## src/bpb_pkg.sv

```systemverilog
// Constants, types and region latency table for the peripheral access
// latency bridge. Assumes a single 200 MHz core clock domain.
package bpb_pkg;

  // Core clock rate, used only to document the cycle figures
  localparam int          CORE_CLK_MHZ = 200;
  localparam int          DIV_W_DEF    = 4;     // Width of a divide ratio
  localparam int          CNT_W        = 6;     // Width of the down-counter

  // Access sizes carried with each request
  localparam logic [1:0]  SZ_BYTE = 2'h0;
  localparam logic [1:0]  SZ_HALF = 2'h1;
  localparam logic [1:0]  SZ_WORD = 2'h2;

  // Reference clock of a region
  localparam logic [1:0]  UC = 2'h0;            // Core clock
  localparam logic [1:0]  UA = 2'h1;            // Peripheral clock A
  localparam logic [1:0]  UB = 2'h2;            // Peripheral clock B
  localparam logic [1:0]  UF = 2'h3;            // Flash interface clock

  // Region kinds; serial and SPI kinds add to the base count, quad-SPI kinds may hold
  localparam logic [2:0]  KN = 3'h0;            // Plain region
  localparam logic [2:0]  KS = 3'h1;            // Serial comm unit
  localparam logic [2:0]  KP = 3'h2;            // SPI unit
  localparam logic [2:0]  KW = 3'h3;            // Quad-SPI, open write
  localparam logic [2:0]  KB = 3'h4;            // Quad-SPI, open both

  localparam logic [CNT_W-1:0] ADD_CYC   = 6'h02; // Extra for wide regs
  localparam logic [CNT_W-1:0] CNT_OFS   = 6'h02; // Take and answer edges
  localparam logic [4:0]       UNMAP_CYC = 5'h02; // Unmapped answer time

  // Addresses the checks refer to
  localparam logic [31:0] CTRL_LO   = 32'h4000_0000;
  localparam logic [31:0] CTRL_HI   = 32'h4000_6fff;
  localparam logic [31:0] ADC_BASE  = 32'h4017_0000;
  localparam logic [31:0] SCI_BASE  = 32'h4011_8000;
  localparam logic [31:0] SPI_BASE  = 32'h4011_a000;
  localparam logic [31:0] QSPI_OPEN = 32'h6400_0010;

  // One request or downstream access
  typedef struct packed {
    logic        we;
    logic [1:0]  size;
    logic [31:0] addr;
    logic [31:0] wdata;
  } bpb_req_t;

  // One row of the latency table; fast counts hold the rounded-up maximum
  typedef struct packed {
    logic [31:0] lo;
    logic [31:0] hi;
    logic [1:0]  unit;
    logic [4:0]  rd_eq;
    logic [4:0]  wr_eq;
    logic [4:0]  rd_fx;
    logic [4:0]  wr_fx;
    logic [2:0]  kind;
  } bpb_row_t;

  localparam int NROWS = 25;

  // Earlier rows win where ranges overlap
  localparam bpb_row_t ROWS [NROWS] = '{
    '{32'h4000_0000, 32'h4000_6fff, UC, 5'h02, 5'h02, 5'h02, 5'h02, KN},
    '{32'h4000_8000, 32'h4001_cfff, UC, 5'h04, 5'h03, 5'h04, 5'h03, KN},
    '{32'h4001_e000, 32'h4001_e3ff, UC, 5'h05, 5'h04, 5'h05, 5'h04, KN},
    '{32'h4001_e400, 32'h4001_e5ff, UB, 5'h09, 5'h08, 5'h08, 5'h08, KN},
    '{32'h4008_0000, 32'h4008_0fff, UB, 5'h05, 5'h04, 5'h05, 5'h04, KN},
    '{32'h4008_2000, 32'h4008_3fff, UB, 5'h05, 5'h04, 5'h05, 5'h04, KN},
    '{32'h4008_4000, 32'h4008_4fff, UB, 5'h05, 5'h04, 5'h05, 5'h04, KN},
    '{32'h4008_a000, 32'h4008_afff, UB, 5'h05, 5'h04, 5'h05, 5'h04, KN},
    '{32'h4009_0000, 32'h4009_3fff, UB, 5'h06, 5'h05, 5'h06, 5'h05, KN},
    '{32'h4009_4000, 32'h4009_4fff, UB, 5'h04, 5'h03, 5'h04, 5'h03, KN},
    '{32'h4009_2000, 32'h4009_ffff, UB, 5'h05, 5'h04, 5'h05, 5'h04, KN},
    '{32'h400a_8000, 32'h400a_9fff, UB, 5'h05, 5'h04, 5'h05, 5'h04, KN},
    '{32'h400e_0000, 32'h400e_0fff, UB, 5'h05, 5'h04, 5'h05, 5'h04, KN},
    '{32'h400e_8000, 32'h400e_8fff, UB, 5'h07, 5'h04, 5'h07, 5'h04, KN},
    '{32'h4010_8000, 32'h4010_9fff, UA, 5'h05, 5'h04, 5'h05, 5'h04, KN},
    '{32'h4011_8000, 32'h4011_8fff, UA, 5'h05, 5'h04, 5'h05, 5'h04, KS},
    '{32'h4011_a000, 32'h4011_afff, UA, 5'h05, 5'h04, 5'h05, 5'h04, KP},
    '{32'h4016_1000, 32'h4016_1fff, UA, 5'h06, 5'h04, 5'h06, 5'h04, KN},
    '{32'h4016_9000, 32'h4016_9fff, UA, 5'h07, 5'h04, 5'h07, 5'h04, KN},
    '{32'h4017_0000, 32'h4017_2fff, UA, 5'h05, 5'h04, 5'h05, 5'h04, KN},
    '{32'h6400_0000, 32'h6400_000f, UA, 5'h05, 5'h0e, 5'h05, 5'h0e, KW},
    '{32'h6400_0010, 32'h6400_0013, UA, 5'h19, 5'h06, 5'h19, 5'h05, KB},
    '{32'h6400_0014, 32'h6400_0037, UA, 5'h05, 5'h0e, 5'h05, 5'h0e, KW},
    '{32'h6400_0804, 32'h6400_0807, UA, 5'h04, 5'h03, 5'h04, 5'h03, KN},
    '{32'h407f_c000, 32'h407f_efff, UF, 5'h03, 5'h03, 5'h03, 5'h03, KN}
  };

  // Bridge sequencer states
  typedef enum logic [1:0] {
    S_IDLE  = 2'b00,
    S_SYNC  = 2'b01,
    S_COUNT = 2'b10,
    S_HOLD  = 2'b11
  } bpb_fsm_t;

  // Whole state of the bridge
  typedef struct packed {
    bpb_fsm_t          fsm;
    logic              eq;
    logic [1:0]        unit;
    logic [CNT_W-1:0]  cnt;
    logic              opn;
    logic              err;
    logic              ack;
    bpb_req_t          req;
    logic [31:0]       rdata;
  } bpb_st_t;

  // Look up the row of an address; hit is low when nothing matches
  function automatic bpb_row_t bpb_decode(input logic [31:0] a,
                                          output logic hit);
    bpb_row_t r;
    r   = ROWS[0];
    hit = 1'b0;
    for (int i = NROWS - 1; i >= 0; i--) begin
      if (a >= ROWS[i].lo && a <= ROWS[i].hi) begin
        r   = ROWS[i];
        hit = 1'b1;
      end
    end
    return r;
  endfunction

endpackage

```

## src/bpb_bridge.sv

```systemverilog
// Peripheral access latency bridge: decodes each system bus access and
// stalls the master for the cycle count of its region and clock.
// Assumes one request at a time and ratio inputs steady during accesses.
// Notes on behaviour
// - Lowest control region takes two core cycles
// - Converter region five read, four write cycles
// - Fractional spans use truncated low, rounded-up high
// - Serial 16-bit registers cost two more cycles
// - Serial byte accesses keep the base count
// - SPI 32-bit data access costs two more
// - SPI narrow data accesses keep the base count
// - Open quad-SPI accesses wait for bus idle
// - Faster core adds peripheral-clock synchronisation cycle
// - Equal clocks give constant synchronisation cycles
// - Write counts are non-bufferable, master waits
`timescale 1ns/1ps
module bpb_bridge import bpb_pkg::*; #(
  parameter int DIV_W = DIV_W_DEF
) (
  input  wire logic             CORE_CLK_I,     // Core clock, 200 MHz
  input  wire logic             RST_I,          // Asynchronous reset
  input  wire logic             REQ_VALID_I,    // Request strobe
  input  wire bpb_req_t         REQ_I,          // Request fields
  input  wire logic [DIV_W-1:0] DIV_A_I,        // Peripheral clock A ratio
  input  wire logic [DIV_W-1:0] DIV_B_I,        // Peripheral clock B ratio
  input  wire logic [DIV_W-1:0] DIV_F_I,        // Flash clock ratio
  input  wire logic             QSPI_BUSY_I,    // Quad-SPI bus active
  input  wire logic [31:0]      PERIPH_RDATA_I, // Read data from target
  output logic                  BUSY_O,         // Access in flight
  output logic                  ACK_O,          // Access complete pulse
  output logic                  ERR_O,          // Unmapped address
  output logic [31:0]           RDATA_O,        // Read data to master
  output logic                  PERIPH_SEL_O,   // Downstream select
  output bpb_req_t              PERIPH_O        // Downstream access
);

  bpb_st_t          st_q;         // Registered state
  bpb_st_t          st_d;         // Next state
  logic             tick_a;       // Peripheral clock A boundary
  logic             tick_b;       // Peripheral clock B boundary
  logic             tick_f;       // Flash clock boundary
  logic             en;           // Boundary of the access's clock
  logic             take;         // Request accepted this cycle
  logic             hit;          // Address decoded to a region
  bpb_row_t         row;          // Decoded region row
  logic             eq_now;       // Region clock equals core clock
  logic [4:0]       base;         // Base count for this access
  logic [CNT_W-1:0] total;        // Count after wide-register extra

  localparam logic [DIV_W-1:0] RATIO_ONE = DIV_W'(1);

  // One divider per slow clock
  bpb_pace #(.W(DIV_W)) u_pace_a (
    .clk_i   (CORE_CLK_I),
    .rst_i   (RST_I),
    .ratio_i (DIV_A_I),
    .tick_o  (tick_a)
  );

  bpb_pace #(.W(DIV_W)) u_pace_b (
    .clk_i   (CORE_CLK_I),
    .rst_i   (RST_I),
    .ratio_i (DIV_B_I),
    .tick_o  (tick_b)
  );

  bpb_pace #(.W(DIV_W)) u_pace_f (
    .clk_i   (CORE_CLK_I),
    .rst_i   (RST_I),
    .ratio_i (DIV_F_I),
    .tick_o  (tick_f)
  );

  // Decode and pick the count for an incoming request
  always_comb begin
    row    = bpb_decode(REQ_I.addr, hit);
    take   = REQ_VALID_I && (st_q.fsm == S_IDLE);
    unique case (row.unit)
      UC: eq_now = 1'b1;
      UA: eq_now = DIV_A_I <= RATIO_ONE;
      UB: eq_now = DIV_B_I <= RATIO_ONE;
      UF: eq_now = DIV_F_I <= RATIO_ONE;
    endcase
    // Fast rows hold the rounded-up top of each span
    if (!hit) begin
      base = UNMAP_CYC;
    end else if (eq_now) begin
      base = REQ_I.we ? row.wr_eq : row.rd_eq;
    end else begin
      base = REQ_I.we ? row.wr_fx : row.rd_fx;
    end
    total = {1'b0, base};
    // Halfword serial registers and word SPI data cost extra
    if (hit && row.kind == KS && REQ_I.size == SZ_HALF) begin
      total = total + ADD_CYC;
    end else if (hit && row.kind == KP && REQ_I.size == SZ_WORD) begin
      total = total + ADD_CYC;
    end
    // Byte serial and narrow SPI accesses fall through at base count
  end

  // Boundary pulse of the clock that the current access counts in
  always_comb begin
    if (st_q.eq) begin
      en = 1'b1;
    end else begin
      unique case (st_q.unit)
        UC: en = 1'b1;
        UA: en = tick_a;
        UB: en = tick_b;
        UF: en = tick_f;
      endcase
    end
  end

  // Sequencer: take, synchronise, count, optionally hold, answer
  always_comb begin
    st_d     = st_q;
    st_d.ack = 1'b0;
    unique case (st_q.fsm)
      S_IDLE: begin
        if (take) begin
          st_d.req  = REQ_I;
          st_d.err  = !hit;
          st_d.unit = hit ? row.unit : UC;
          st_d.eq   = hit ? eq_now : 1'b1;
          st_d.cnt  = total - CNT_OFS;
          st_d.opn  = hit && (row.kind == KB ||
                              (row.kind == KW && REQ_I.we));
          // Equal clocks skip the synchroniser so the count is fixed
          st_d.fsm  = st_d.eq ? S_COUNT : S_SYNC;
        end
      end
      S_SYNC: begin
        // Wait out the partial slow period before counting
        if (en) begin
          st_d.fsm = S_COUNT;
        end
      end
      S_COUNT: begin
        if (en) begin
          if (st_q.cnt != '0) begin
            st_d.cnt = st_q.cnt - CNT_W'(1);
          end else if (st_q.opn && QSPI_BUSY_I) begin
            // A quiet bus answers at the minimum count, no extra cycle
            st_d.fsm = S_HOLD;
          end else begin
            st_d.fsm   = S_IDLE;
            st_d.ack   = 1'b1;
            st_d.rdata = (st_q.req.we || st_q.err) ? '0 : PERIPH_RDATA_I;
          end
        end
      end
      S_HOLD: begin
        // Quad-SPI register stays busy until its bus goes quiet
        if (!QSPI_BUSY_I) begin
          st_d.fsm   = S_IDLE;
          st_d.ack   = 1'b1;
          st_d.rdata = st_q.req.we ? '0 : PERIPH_RDATA_I;
        end
      end
    endcase
  end

  // State register
  always_ff @(posedge CORE_CLK_I or posedge RST_I) begin
    if (RST_I) begin
      st_q <= '0;
    end else begin
      st_q <= st_d;
    end
  end

  // Outputs: error held until the next take, data until the next answer
  assign BUSY_O       = st_q.fsm != S_IDLE;
  assign ACK_O        = st_q.ack;
  assign ERR_O        = st_q.err;
  assign RDATA_O      = st_q.rdata;
  assign PERIPH_SEL_O = BUSY_O && !st_q.err;
  assign PERIPH_O     = st_q.req;
endmodule

```

## src/bpb_pace.sv

```systemverilog
// Clock-enable divider: one-cycle tick per slow clock period.
// Assumes the ratio input is steady while accesses are in flight.
`timescale 1ns/1ps
module bpb_pace #(
  parameter int W = 4
) (
  input  wire logic         clk_i,    // Core clock
  input  wire logic         rst_i,    // Asynchronous reset, high
  input  wire logic [W-1:0] ratio_i,  // Divide factor, 0 or 1 is equal
  output logic              tick_o    // Slow clock period boundary
);

  localparam logic [W-1:0] ONE = W'(1);

  logic [W-1:0] cnt_q;                // Phase within the slow period
  logic [W-1:0] cnt_d;                // Next phase

  // Wrap at the last phase; a ratio of one ticks every cycle
  always_comb begin
    if (ratio_i <= ONE || cnt_q >= ratio_i - ONE) begin
      cnt_d  = '0;
      tick_o = 1'b1;
    end else begin
      cnt_d  = cnt_q + ONE;
      tick_o = 1'b0;
    end
  end

  // Phase register
  always_ff @(posedge clk_i or posedge rst_i) begin
    if (rst_i) begin
      cnt_q <= '0;
    end else begin
      cnt_q <= cnt_d;
    end
  end

endmodule

```

## config.mk

```make
export PLATFORM = sky130hd
export DESIGN_NAME = bpb_bridge
export DESIGN_NICKNAME = d
export VERILOG_FILES = /design/src/bpb_pkg.sv /design/src/bpb_bridge.sv /design/src/bpb_pace.sv
export SDC_FILE = /design/constraint.sdc
export NUM_CORES = 1
export LEC_CHECK = 0
export ABC_AREA = 1
export BUFFER_PORTS_ARGS = -buffer_cell sky130_fd_sc_hd__buf_2
export CORE_ASPECT_RATIO = 1.2
export CORE_UTILIZATION = 59
export CTS_CLUSTER_DIAMETER = 150
export CTS_CLUSTER_SIZE = 25
export DETAILED_ROUTE_END_ITERATION = 10
export MAX_ROUTING_LAYER = met4
export PLACE_DENSITY = 0.95
export SLEW_MARGIN = 20
export SYNTH_ARGS = -nofsm -noshare
export SYNTH_HDL_FRONTEND = slang
export SYNTH_HIERARCHICAL = 1
export SYNTH_SLANG_ARGS = --single-unit
```

## constraint.sdc

```tcl
create_clock -name CORE_CLK_I -period 4.7 [get_ports CORE_CLK_I]
set_input_delay 0 -clock CORE_CLK_I [delete_from_list [all_inputs] [get_ports CORE_CLK_I]]
set_output_delay 0 -clock CORE_CLK_I [all_outputs]
set_load 0.005 [all_outputs]
```

=== Word-level counts from Yosys, hierarchy flattened ===
Index checks and enable logic that the tools add are counted.

* Mux-type cells: 90
* Add/sub/neg operators: 9
* Magnitude comparators: 56
* Reductions and logical operators: 52
* Equality and inequality tests: 22

{| class="wikitable"
|+ Operators by type and width
! operator !! count
|-
| $ge A32 B31 Y1 const B || 25
|-
| $le A32 B31 Y1 const B || 25
|-
| $mux W25 || 25
|-
| $mux W32 || 6
|-
| $pmux W32 S2 || 1
|-
| $logic_and A1 B1 Y1 || 34
|-
| $mux W1 || 34
|-
| $mux W6 || 4
|-
| $mux W5 || 4
|-
| $eq A2 B2 Y1 const B || 7
|-
| $mux W2 || 7
|-
| $ne A2 B2 Y1 const B || 7
|-
| $mux W13 || 1
|-
| $add A4 B1 Y4 const B || 3
|-
| $ge A4 B4 Y1 || 3
|-
| $le A4 B1 Y1 const B || 3
|-
| $mux W4 || 3
|-
| $pmux W6 S2 || 1
|-
| $sub A4 B1 Y4 const B || 3
|-
| $reduce_and A5 Y1 || 2
|-
| $eq A2 B1 Y1 const B || 4
|-
| $pmux W1 S4 || 2
|-
| $pmux W2 S4 || 1
|-
| $add A5 B2 Y6 const B || 1
|-
| 13 further kinds || 23
|}

* Input bits: 115
* Word-level logic and storage cells: 244
* Output and inout bits: 103
* Register bits after elaboration: 125

=== Logic depth before layout (Yosys ltp) ===
* Word-level depth: 37
* Mapped depth: 28
* Mapped depth without buffers: 27

=== By module ===
Netlist, hierarchy kept.

{| class="wikitable"
|+ Modules (own cells, without submodules)
! module !! area each (um^2) !! sequential area each (um^2) !! times used !! cells an instance
|-
| bpb_bridge || 7,492.2 || 2,827.7 || 1 || 1,056
|-
| bpb_pace || 337.8 || 100.1 || 3 || 43
|}

=== Worst setup path before layout ===
Ideal clock, no wire load.

* Path type: input-to-reg
* Start: input REQ_I[57] (netlist name)
* End: register st_q[104] (netlist name)
* Cell stages on the path: 24
* Arrival: 2.518 ns
* Data required time: 4.622 ns
* Slack: 2.104 ns
* Setup time: 0.078 ns
* Buffers on the path: 0
* Cell sequence: nor2_1 -> nand2_2 -> nor2_2 -> nor2_4 -> nor2_1 -> nand2_1 -> nor2_2 -> nor2_1 -> nand2_1 -> nor2_1 -> nand3_2 -> inv_1 -> nand2_1 -> nand3_1 -> nand2_1 -> nand4_1 -> ha_1 -> inv_1 -> nor2_1 -> a21oi_1 -> ha_1 -> o21ai_0 -> nor2_1 -> a21oi_1

* Word-level cells in the longest chain between the ends: 37
* Elaborated cells on any way between the ends: 146
* Those cells by class: 2 x add/sub; 50 x order compare; 5 x eq/ne; 59 x mux; 30 x reduce/logical

{| class="wikitable"
|+ RTL lines
! what !! RTL line !! RTL
|-
| start, declared || bpb_bridge.sv:23 || <nowiki>input wire bpb_req_t REQ_I,</nowiki>
|-
| $ge A32 B31 Y1 / $le A32 B31 Y1 (equally long branches) || bpb_pkg.sv:119 || <nowiki>if (a >= ROWS[i].lo && a <= ROWS[i].hi) begin</nowiki>
|-
| $logic_and A1 B1 Y1 || bpb_pkg.sv:119 ||
|-
| $mux W25 (25 in series) || bpb_pkg.sv:119 ||
|-
| $eq A2 B2 Y1, or another cell as far along || bpb_bridge.sv:78 || <nowiki>unique case (row.unit)</nowiki>
|-
| $pmux W1 S4 || bpb_bridge.sv:78 ||
|-
| $mux W5 || bpb_bridge.sv:87 || <nowiki>end else if (eq_now) begin</nowiki>
|-
| $mux W5 || bpb_bridge.sv:85 || <nowiki>if (!hit) begin</nowiki>
|-
| $add A5 B2 Y6 || bpb_bridge.sv:95, bpb_bridge.sv:97 ||
|-
| $mux W6 || bpb_bridge.sv:96 || <nowiki>end else if (hit && row.kind == KP && REQ_I.size == SZ_WORD) begin</nowiki>
|-
| $mux W6 (*) || bpb_bridge.sv:94 || <nowiki>if (hit && row.kind == KS && REQ_I.size == SZ_HALF) begin</nowiki>
|-
| $sub A6 B2 Y6 (*) || bpb_bridge.sv:127 || <nowiki>st_d.cnt = total - CNT_OFS;</nowiki>
|-
| $mux W13 (*) || bpb_bridge.sv:122 || <nowiki>if (take) begin</nowiki>
|-
| $pmux W6 S2 (*) || bpb_bridge.sv:120 || <nowiki>unique case (st_q.fsm)</nowiki>
|-
| end signal, assigned || bpb_bridge.sv:170 || <nowiki>st_q <= st_d;</nowiki>
|-
| end, declared || bpb_bridge.sv:37 || <nowiki>bpb_st_t st_q;</nowiki>
|}

Mark *: on every way between the ends. The rest lies on a longest branch, timed or not. The select of a mux whose other input is x is not followed.
A chain may end at the register's enable or synchronous reset.

=== Final worst setup path ===
Ends and elaborated chain as after synthesis.

==> results_dict.tcl <==
set metrics [dict create \
    layout.cells.most_common_list "nand2_1, buf_2, inv_1, dfrtp_1, nor2_1" \
    track_usage_pct 36.61 \
    cts_setup_buffers 0 \
    vias_per_cell 5.667 \
    rsz0062_at_grt "no" \
    dieArea_sq_um 14900 \
    max_clock_freq_mhz 290.4 \
    cp-end-kind "flop" \
    grt_pass1_vias 8664 \
    vias 8931 \
    die_h_um 133.5 \
    core_area_sq_um 13940 \
    synthFlopType "dfrtp_1" \
    violations "DRC" \
    dp_hpwl_mm 15.76 \
    layout_commonest_cell "nand2_1" \
    whs_ps 27.11 \
    ys_seq_elements 125 \
    drtIter0Drc 952 \
    clkSinkCount 125 \
    timing.final.crit_share_pct 73.26 \
    initial_core_util_pct 61.03 \
    antenna_found_initial 0 \
    worst_pin_slew_ps 954.3 \
    tns_ps 0 \
    synth_nets 1324 \
    cts.reportedPaths.clkPinSlew_ps 60 \
    slew_headroom_pct 36.38 \
    first_pass_iters 11 \
    startpoint "REQ_I[57]" \
    drc 23 \
    syn_area_sq_um 8506 \
    grt_start_max_net_pins 105 \
    crit_arrival_ps 3790 \
    synth_edf_count 0 \
    p_per_area_nw_per_um2 497.4 \
    clkLatencyLatePin_ps 420 \
    ioPinCount 218 \
    io_buffers 217 \
    htreeDepth 4 \
    syn_inst 1185 \
    ys_seq_area_share_pct 36.78 \
    hp-start "REQ_I[48]" \
    status "complete, but fails checks" \
    insertedDiodeCount 0 \
    ant_nets 0 \
    vdd_drop_max_mv 0.2382 \
    synth.avg_cell_area_sq_um 7.178 \
    num_rows 47 \
    worst_ep_required_time_ps 5040 \
    ys_types 43 \
    synthArstFlopShare_pct 100.0 \
    ys_warn_count 6 \
    setup_viol_count_final 0 \
    r2r_start "u_pace_b/cnt_q[0]" \
    slew_viol_final 0 \
    p_leak_nw 5.733 \
    wl_mm 26.15 \
    cts_buffers 17 \
    routedWlPerCell_um 16.59 \
    die_w_um 111.6 \
    max-clock-path-buffers 2 \
    critPathKind "in -> reg" \
    finalWeightedCongestion 1.020 \
    syn_to_final_growth_pct 23.62 \
    gr-total-overflow 0 \
    nNetsFinal 1531 \
    path_max_fanout 5 \
    cts_tree "yes" \
    hold_viol 0 \
    hold_class "in -> reg" \
    grt_first_pass_wirelength_mm 41.90 \
    start_kind "primary input" \
    fin_worst_skew_ps 10.84 \
    cts-root-buf "clkbuf_16" \
    maxCapViolCount 0 \
    fin_crit_ps 3443 \
    drive_above_1_share_pct 22.85 \
    final_util_pct 75.45 \
]
-- report_power, final --
| part | internal, mW | switching (mW) | leakage, nW |
|---|---|---|---|
| Combinational | 0.799 | 1.25 | 3.88 |
| Clock | 0.738 | 0.548 | 0.262 |
| Sequential | 1.56 | 0.330 | 1.59 |
| Total | 3.10 | 2.13 | 5.73 |
-- through the flow --
step	power (mW)	worst slack [ps]	instance area [sq um]	instances
after global placement	3.611	1517	8994	1449
final	5.230	1257	10520	1576
after floorplan	3.428	1713	8506	1185
after global routing	5.555	822.8	10520	1576
after CTS	5.066	1375	10520	1576
after detailed placement	3.721	1479	8999	1449
-- repair_timing --
item,4_1_cts,5_1_grt
endpoints found under the hold margin,176,0
gates resized for setup,0,0
hold buffers,95,0
-- final timing paths --
check	end	slack, ps	cells past startpoint
setup / recovery	st_q[104]	1260	24
hold / removal	PERIPH_O[48]	30	3
setup reg to reg	RDATA_O[16]	1770	17
hold reg to reg	PERIPH_O[13]	470	2
max in group asynchronous	st_q[107]	3240	4
min in group asynchronous	u_pace_a/cnt_q[1]	60	3
-- synth_stat cells (2+ instances only) --
cell type / n / area, sq um
nand3b_1: 2 / 15.01
inv_1: 141 / 529.3
nor2_2: 6 / 37.54
nor2_8: 3 / 60.06
nor4_1: 2 / 12.51
o31ai_1: 2 / 15.01
clkbuf_1: 27 / 101.4
nor3_1: 18 / 90.09
or3_1: 3 / 18.77
o211ai_1: 2 / 15.01
a21oi_1: 24 / 120.1
nand2_2: 12 / 75.07
nand3_1: 90 / 450.4
nor2_4: 8 / 90.09
nand3_2: 10 / 100.1
nor2_1: 120 / 450.4
nand2_1: 296 / 1111
nand4_1: 31 / 193.9
dfrtp_1: 125 / 3128
a22oi_1: 2 / 15.01
inv_2: 10 / 37.54
nand2_4: 2 / 22.52
o21ai_0: 86 / 430.4
a21boi_0: 2 / 15.01
a21oi_2: 6 / 52.55
buf_6: 2 / 22.52
a21boi_1: 2 / 15.01
buf_4: 100 / 750.7
xor2_1: 4 / 35.03
ha_1: 24 / 300.3
o22ai_1: 2 / 12.51
a31oi_1: 2 / 12.51
xnor2_1: 9 / 78.83
-- kinds of logic after synthesis --
logic type / count (synthesis) / synth area share (%)
simple gates: 606 / 32.54
buf+inv: 282 / 17.06
compound gates: 135 / 8.752
flops: 125 / 36.78
fa+ha+maj: 24 / 3.530
xor+xnor: 13 / 1.339
-- worst max-delay path, cell delays in order --
cell and delay, ps:
dlygate4sd3_1 550, buf_2 140, nor2_1 170, nand2_2 170, inv_1 150, nand2_1 190, nor4_4 250, nand4_1 280
inv_1 150, nor2_1 60, nand3_2 90, inv_1 50, nand2_1 90, nand3_1 80, nand2_1 70, nand4_1 110
ha_1 300, inv_1 30, nor2_1 120, a21oi_1 70, ha_1 290, o21ai_0 160, nor2_1 70, a21oi_1 130
-- final cells by class --
class | count | area [sq um]
Fill cell | 920 | 3422
Clock inverter | 14 | 136.4
Clock buffer | 18 | 429.2
Tap cell | 171 | 214.0
Sequential cell | 125 | 3128
Inverter | 153 | 579.3
Multi-Input combinational cell | 778 | 3954
Timing Repair Buffer | 317 | 2074
-- layer usage --
metal	part of all wire [%]	track usage (%)	up-vias
met1	37	39.05	4073
li1	-	-	4092
met5	0	-	-
met2	49	60.69	583
met3	7.9	8.144	183
met4	6.7	25.38	0
-- state kept, by name, summed over array words and instances (netlist names) --
signal and cells:
PERIPH_O 67, u_pace_f/cnt_q 4, u_pace_b/cnt_q 4, ERR_O 1, RDATA_O 32, ACK_O 1, st_q 12, u_pace_a/cnt_q 4
(Power assumes the default switching activity.)
